`src/hdl/dsc_pkg.sv`:
```
// Package of offsets, field layouts and reset values for the clock gating block.
package dsc_pkg;

    // Register offsets.
    localparam logic [11:0] RUN_GATE_OFS   = 12'h104;
    localparam logic [11:0] SLEEP_GATE_OFS = 12'h114;
    localparam logic [11:0] DEEP_GATE_OFS  = 12'h124;
    localparam logic [11:0] RUN_CFG_OFS    = 12'h060;
    localparam logic [11:0] IRQ_STAT_OFS   = 12'h130;
    localparam logic [11:0] IRQ_EN_OFS     = 12'h134;
    localparam logic [11:0] IRQ_CLR_OFS    = 12'h138;

    // Gating bit positions.
    localparam int COMP_TWO_POS   = 26;
    localparam int COMP_ONE_POS   = 25;
    localparam int COMP_ZERO_POS  = 24;
    localparam int TIMER_TWO_POS  = 18;
    localparam int TIMER_ONE_POS  = 17;
    localparam int TIMER_ZERO_POS = 16;
    localparam int I2C_POS        = 12;
    localparam int SSI_POS        = 4;
    localparam int UART_ONE_POS   = 1;
    localparam int UART_ZERO_POS  = 0;

    // Number of gated units.
    localparam int NUM_UNITS = 10;

    // Writable bits of a gating register; all others read as zero.
    localparam logic [31:0] GATE_MASK  = 32'h0707_1013;
    localparam logic [31:0] GATE_RESET = 32'h0000_0000;

    // Automatic gating select bit in the run configuration register.
    localparam int          AUTO_GATE_POS = 27;
    localparam logic [31:0] CFG_MASK      = 32'h0800_0000;
    localparam logic [31:0] CFG_RESET     = 32'h0000_0000;

    // Power mode codes on the mode input.
    localparam logic [1:0] MODE_RUN   = 2'h0;
    localparam logic [1:0] MODE_SLEEP = 2'h1;
    localparam logic [1:0] MODE_DEEP  = 2'h2;

    // One-hot mode states.
    typedef enum logic [2:0] {
        DSC_RUN   = 3'h1,
        DSC_SLEEP = 3'h2,
        DSC_DEEP  = 3'h4
    } dsc_mode_e;

    // Extracts the per-unit enables from a gating register word.
    function automatic logic [NUM_UNITS-1:0] dsc_units(input logic [31:0] w);
        dsc_units = {w[COMP_TWO_POS], w[COMP_ONE_POS], w[COMP_ZERO_POS],
                     w[TIMER_TWO_POS], w[TIMER_ONE_POS], w[TIMER_ZERO_POS],
                     w[I2C_POS], w[SSI_POS], w[UART_ONE_POS],
                     w[UART_ZERO_POS]};
    endfunction : dsc_units

endpackage : dsc_pkg

```
`src/hdl/dsc_gate_reg.sv`:
```
// Masked software-writable gating register.
`timescale 1ns/1ps
`default_nettype none
module dsc_gate_reg
    import dsc_pkg::*;
#(
    parameter logic [31:0] MASK  = GATE_MASK,
    parameter logic [31:0] RESET = GATE_RESET
) (
    // Clock and reset.
    input  wire logic        clk_sys,
    input  wire logic        rst,
    // Write port.
    input  wire logic        wr_en,
    input  wire logic [31:0] wr_data,
    // Stored value.
    output logic      [31:0] value
);

    typedef struct packed {
        logic [31:0] word;
    } dsc_greg_s;

    dsc_greg_s st;
    dsc_greg_s next_st;

    always_comb begin
        next_st = st;
        // Reserved bits stay zero.
        if (wr_en) begin
            next_st.word = wr_data & MASK;
        end
    end

    always_ff @(posedge clk_sys) begin
        if (rst) begin
            st.word <= RESET;
        end else begin
            st <= next_st;
        end
    end

    assign value = st.word;

endmodule : dsc_gate_reg
`default_nettype wire

```
`src/hdl/dsc_mode_sel.sv`:
```
// Power mode tracker that selects the active gating set.
`timescale 1ns/1ps
`default_nettype none
module dsc_mode_sel
    import dsc_pkg::*;
(
    // Clock and reset.
    input  wire logic        clk_sys,
    input  wire logic        rst,
    // Mode and selection inputs.
    input  wire logic [1:0]  pwr_mode,
    input  wire logic        auto_gating_select,
    input  wire logic [31:0] run_set,
    input  wire logic [31:0] sleep_set,
    input  wire logic [31:0] deep_set,
    // Selected set and mode.
    output logic      [31:0] active_set,
    output dsc_mode_e        mode
);

    typedef struct packed {
        dsc_mode_e mode;
    } dsc_msel_s;

    dsc_msel_s st;
    dsc_msel_s next_st;

    always_comb begin
        next_st = st;
        unique case (pwr_mode)
            MODE_SLEEP: next_st.mode = DSC_SLEEP;
            MODE_DEEP:  next_st.mode = DSC_DEEP;
            default:    next_st.mode = DSC_RUN;
        endcase
    end

    always_ff @(posedge clk_sys) begin
        if (rst) begin
            st.mode <= DSC_RUN;
        end else begin
            st <= next_st;
        end
    end

    assign mode = st.mode;

    always_comb begin
        active_set = run_set;
        if (auto_gating_select) begin
            unique case (st.mode)
                DSC_SLEEP: active_set = sleep_set;
                DSC_DEEP:  active_set = deep_set;
                default:   active_set = run_set;
            endcase
        end
    end

endmodule : dsc_mode_sel
`default_nettype wire

```
`src/hdl/dsc_clock_gate.sv`:
```
// Top of the peripheral clock gating block with register port and faults.
`timescale 1ns/1ps
`default_nettype none
module dsc_clock_gate
    import dsc_pkg::*;
(
    // Clock and reset.
    input  wire logic                 clk_sys,
    input  wire logic                 rst,
    // Register port.
    input  wire logic [11:0]          reg_addr,
    input  wire logic [31:0]          reg_wdata,
    input  wire logic                 reg_wr,
    input  wire logic                 reg_rd,
    output logic      [31:0]          reg_rdata,
    // Power mode.
    input  wire logic [1:0]           pwr_mode,
    // Peripheral side.
    input  wire logic [NUM_UNITS-1:0] periph_access,
    output logic      [NUM_UNITS-1:0] unit_clk_en,
    output logic                      bus_fault,
    // Interrupt.
    output logic                      irq
);

    typedef struct packed {
        logic [31:0]          rdata;
        logic [NUM_UNITS-1:0] clk_en;
        logic                 fault;
        logic [NUM_UNITS-1:0] irq_stat;
        logic [NUM_UNITS-1:0] irq_en;
        logic                 irq;
    } dsc_top_s;

    dsc_top_s st;
    dsc_top_s next_st;

    logic [31:0] run_set;
    logic [31:0] sleep_set;
    logic [31:0] deep_set;
    logic [31:0] run_cfg;
    logic [31:0] active_set;
    logic [NUM_UNITS-1:0] fault_vec;

    // Write strobe decode for one register offset.
    function automatic logic dsc_wr_hit(input logic        wr,
                                        input logic [11:0] addr,
                                        input logic [11:0] ofs);
        dsc_wr_hit = wr && (addr == ofs);
    endfunction : dsc_wr_hit

    dsc_gate_reg #(.MASK(GATE_MASK), .RESET(GATE_RESET)) u_run (
        .clk_sys (clk_sys),
        .rst     (rst),
        .wr_en   (dsc_wr_hit(reg_wr, reg_addr, RUN_GATE_OFS)),
        .wr_data (reg_wdata),
        .value   (run_set)
    );

    dsc_gate_reg #(.MASK(GATE_MASK), .RESET(GATE_RESET)) u_sleep (
        .clk_sys (clk_sys),
        .rst     (rst),
        .wr_en   (dsc_wr_hit(reg_wr, reg_addr, SLEEP_GATE_OFS)),
        .wr_data (reg_wdata),
        .value   (sleep_set)
    );

    dsc_gate_reg #(.MASK(GATE_MASK), .RESET(GATE_RESET)) u_deep (
        .clk_sys (clk_sys),
        .rst     (rst),
        .wr_en   (dsc_wr_hit(reg_wr, reg_addr, DEEP_GATE_OFS)),
        .wr_data (reg_wdata),
        .value   (deep_set)
    );

    dsc_gate_reg #(.MASK(CFG_MASK), .RESET(CFG_RESET)) u_cfg (
        .clk_sys (clk_sys),
        .rst     (rst),
        .wr_en   (dsc_wr_hit(reg_wr, reg_addr, RUN_CFG_OFS)),
        .wr_data (reg_wdata),
        .value   (run_cfg)
    );

    dsc_mode_sel u_mode (
        .clk_sys            (clk_sys),
        .rst                (rst),
        .pwr_mode           (pwr_mode),
        .auto_gating_select (run_cfg[AUTO_GATE_POS]),
        .run_set            (run_set),
        .sleep_set          (sleep_set),
        .deep_set           (deep_set),
        .active_set         (active_set),
        .mode               ()
    );

    assign fault_vec = periph_access & ~st.clk_en;

    always_comb begin
        next_st = st;
        next_st.clk_en = dsc_units(active_set);
        next_st.fault = |fault_vec;
        if (dsc_wr_hit(reg_wr, reg_addr, IRQ_EN_OFS)) begin
            next_st.irq_en = reg_wdata[NUM_UNITS-1:0];
        end
        // Set wins over a clear in the same cycle.
        if (dsc_wr_hit(reg_wr, reg_addr, IRQ_CLR_OFS)) begin
            next_st.irq_stat = st.irq_stat & ~reg_wdata[NUM_UNITS-1:0];
        end
        next_st.irq_stat = next_st.irq_stat | fault_vec;
        next_st.irq = |(next_st.irq_stat & next_st.irq_en);
        next_st.rdata = 32'h0000_0000;
        if (reg_rd) begin
            unique case (reg_addr)
                RUN_GATE_OFS:   next_st.rdata = run_set;
                SLEEP_GATE_OFS: next_st.rdata = sleep_set;
                DEEP_GATE_OFS:  next_st.rdata = deep_set;
                RUN_CFG_OFS:    next_st.rdata = run_cfg;
                IRQ_STAT_OFS:   next_st.rdata[NUM_UNITS-1:0] = st.irq_stat;
                IRQ_EN_OFS:     next_st.rdata[NUM_UNITS-1:0] = st.irq_en;
                default:        next_st.rdata = 32'h0000_0000;
            endcase
        end
    end

    always_ff @(posedge clk_sys) begin
        if (rst) begin
            st <= '0;
        end else begin
            st <= next_st;
        end
    end

    assign reg_rdata   = st.rdata;
    assign unit_clk_en = st.clk_en;
    assign bus_fault   = st.fault;
    assign irq         = st.irq;

endmodule : dsc_clock_gate
`default_nettype wire

```
`config.mk`:
```
export PLATFORM = sky130hd
export DESIGN_NAME = dsc_clock_gate
export DESIGN_NICKNAME = d
export VERILOG_FILES = /design/src/hdl/dsc_pkg.sv /design/src/hdl/dsc_gate_reg.sv /design/src/hdl/dsc_mode_sel.sv /design/src/hdl/dsc_clock_gate.sv
export SDC_FILE = /design/constraint.sdc
export NUM_CORES = 1
export LEC_CHECK = 0
export BUFFER_PORTS_ARGS = -buffer_cell sky130_fd_sc_hd__clkbuf_2
export CAP_MARGIN = 20
export CORE_MARGIN = 3
export CORE_UTILIZATION = 40
export CTS_CLUSTER_SIZE = 28
export DETAILED_ROUTE_END_ITERATION = 10
export GPL_ROUTABILITY_DRIVEN = 0
export MAX_ROUTING_LAYER = met4
export REMOVE_ABC_BUFFERS = 1
export SYNTH_ARGS = -nofsm -noshare
export SYNTH_HDL_FRONTEND = slang
export SYNTH_HIERARCHICAL = 1
export SYNTH_SLANG_ARGS = --single-unit
```
`constraint.sdc`:
```
create_clock -name clk_sys -period 3.8 [get_ports clk_sys]
set_clock_uncertainty 0.1 [all_clocks]
set_input_delay 0.38 -clock clk_sys [delete_from_list [all_inputs] [get_ports clk_sys]]
set_output_delay 0.38 -clock clk_sys [all_outputs]
set_load 0.02 [all_outputs]
```
==> results.yml <==
logic_synthesis:
  synthesis.instances: 626
  yosys_warning_count: 6
  mappedNetlistArea_um2: 5370
  synthesis.area_per_instance_um2: 8.57
finish:
  multi_input_area_um2: 2480
  num_antenna_cells: 0
  finalNetCount: 713
  flow.area_growth_from_synthesis_pct: 3.10
  final_cell_count_without_fillers: 828
  post-route-util_pct: 43.0
  final_cell_mix: "sky130_fd_sc_hd__dfxtp_1 (98), sky130_fd_sc_hd__conb_1 (97), sky130_fd_sc_hd__clkbuf_2 (89)"
  fillers: 1296
  layout-drive-gt1-share_pct: 18.9
  leading_cell_type_in_the_layout_fill_and_taps_excluded: "sky130_fd_sc_hd__dfxtp_1"
  regArea_um2: 1960
global_route:
  globalRouteOverflowTotal: 0
  first_global_vias: 3805
  number_of_antenna_violations_at_the_first_check_in_global_routing: 0
  global_route.usage.total_pct: 17.0
  grt_first_pass_wirelength_mm: 19.0
  grt_max_degree: 66
critical_path:
  crit_family: "simple AND/OR/NAND/NOR gates"
  worstPathCellList: "clkbuf_2, nor4_4, nand3_1, nor3b_2, and2_1, mux2i_1, nor2_1"
  worst_ep_required_time_ns: 3.91
  critical_path_cell_count: 7
  worstReg2RegEnd: "irq"
  r2r_setup_slack_ns: 2.09
  logic_depth_of_the_worst_register_to_register_path: 6
  worst_setup_path_end_kind: "flop"
  cp-startpoint: "reg_addr[7]"
  critical_path_arrival_ns: 2.45
  worst-setup-path-type: "input pin to flop"
  crit_fanout: 10
  timing.critical_path.from_type: "input pin"
  crit_path_top_delay_cell: "sky130_fd_sc_hd__and2_1"
  critical_path.endpoint: "u_deep/value[4]"
  path_buf_inv: 1
  r2r_start: "unit_clk_en[1]"
  cp_slowest_stage_delay_ns: 0.60
timing:
  worst_slew_pin_slew_ns: 0.779
  fin_worst_hold_slack_ns: 0.192
  setup_viol: 0
  period_needed_ns: 2.34
  hold_violations: 0
  rsz0062_at_grt: "false"
  max_slew_margin_pct: 47.6
  portion_of_the_clock_cycle_consumed_by_the_worst_path_in_the_final_layout_pct: 61.6
  max_freq_mhz: 427
  setup_ws_ns: 1.46
  setup_total_negative_slack_ns: 0
  final_number_of_max_transition_violations: 0
clocking:
  clock_tree.root_cell: "sky130_fd_sc_hd__clkbuf_16"
  insertion_delay_ns: 0.35
  clock_tree.buffer_depth: 2
  post_cts_buffers: 0
  cts_inserted_buffers: 9
  post_cts_hold_buffer_count: 0
  htreeDepth: 3
  cts.repair.resized: 0
  tritoncts: "yes"
  clock_sink_count: 98
  clkSlewWorstSetupHoldPaths_ns: 0.08
route:
  detailedRoute.firstIterationViolations: 274
  drtAntennaViolNets: 0
  detail_route.wirelength_mm: 12.1
  drt-vias-per-instance: 4.69
  total_via_count_in_the_routed_design: 3881
  detail_route.wl_per_cell_um: 14.7
  dr.pass1.iters: 4
  post-route-drc-count: 0
outcome:
  status: "finished, final reports clean"
place:
  io_buffer_count: 89
  detailedPlacementHpwl_mm: 8.48
  placed_instances: 811
  dpl_worst_slack_ns: 1.12
run:
  max-cap-violations: 0
min_path:
  classification_of_the_worst_slack_hold_path: "input pin to flop"
  timing.hold.worst.start: "reg_wdata[27]"
pwr:
  power.leakage_nw: 2.23
  power_density_nw_per_um2: 370
  worst_ir_drop_vdd_v: 0.000205
floorplan:
  die-area_um2: 14800
  rows: 41
  die_y_um: 122
  dieWidth_um: 122
  start_util_pct: 41.7
  core_region_area_um2: 12900
  ios: 104
-- sequential cells by signal (all words and copies together) (netlist names) --
register	flops
reg_rdata	32
st	20
u_deep/value	10
u_run/value	10
u_sleep/value	10
unit_clk_en	10
u_mode/mode	3
bus_fault	1
irq	1
u_cfg/value	1
-- cell type report --
class	instances	area share [%]
tap	172	3.89
multi-input combinational	430	44.9
inverter	13	0.882
clock inverter	7	1.33
clock buffer	9	4.07
sequential	98	35.5
timing repair buffer	99	9.47
-- per-layer routing --
metal	track usage (%)	vias to the layer above	part of all wire, %
met2	28.2	95	48
met5	-	-	0
met4	7.77	0	2.8
li1	-	1957	-
met3	2.83	25	4.8
met1	20.1	1804	44
-- worst min-delay path: cells and delay by family --
kind / cells / cell delay, ns
buf+inv: 1 / 0.09
mux: 1 / 0.06
simple gates: 1 / 0.07
-- worst min path at each step --
stage,to,slack (ns),depth (start not counted)
floorplan,reg_rdata[4],0.34,2
global placement,reg_rdata[12],0.39,2
detailed placement,reg_rdata[4],0.40,2
CTS,u_cfg/value[27],0.19,3
global route,u_cfg/value[27],0.21,3
finish,u_cfg/value[27],0.19,3
-- per-stage QoR --
stage	instance area (um^2)	total power, mW
final	5530	2.05
after global routing	5530	2.12
after CTS	5520	2.06
after detailed placement	5220	1.16
after global placement	5220	1.16
after floorplan	4470	1.10
-- where the power goes --
group,switching [mW],leakage [nW],internal (mW)
registers,0.00494,0.793,1.04
logic,0.0657,1.29,0.0351
clock network,0.443,0.147,0.465
total,0.513,2.23,1.54
Note: power is estimated with default switching activity, not from simulation.
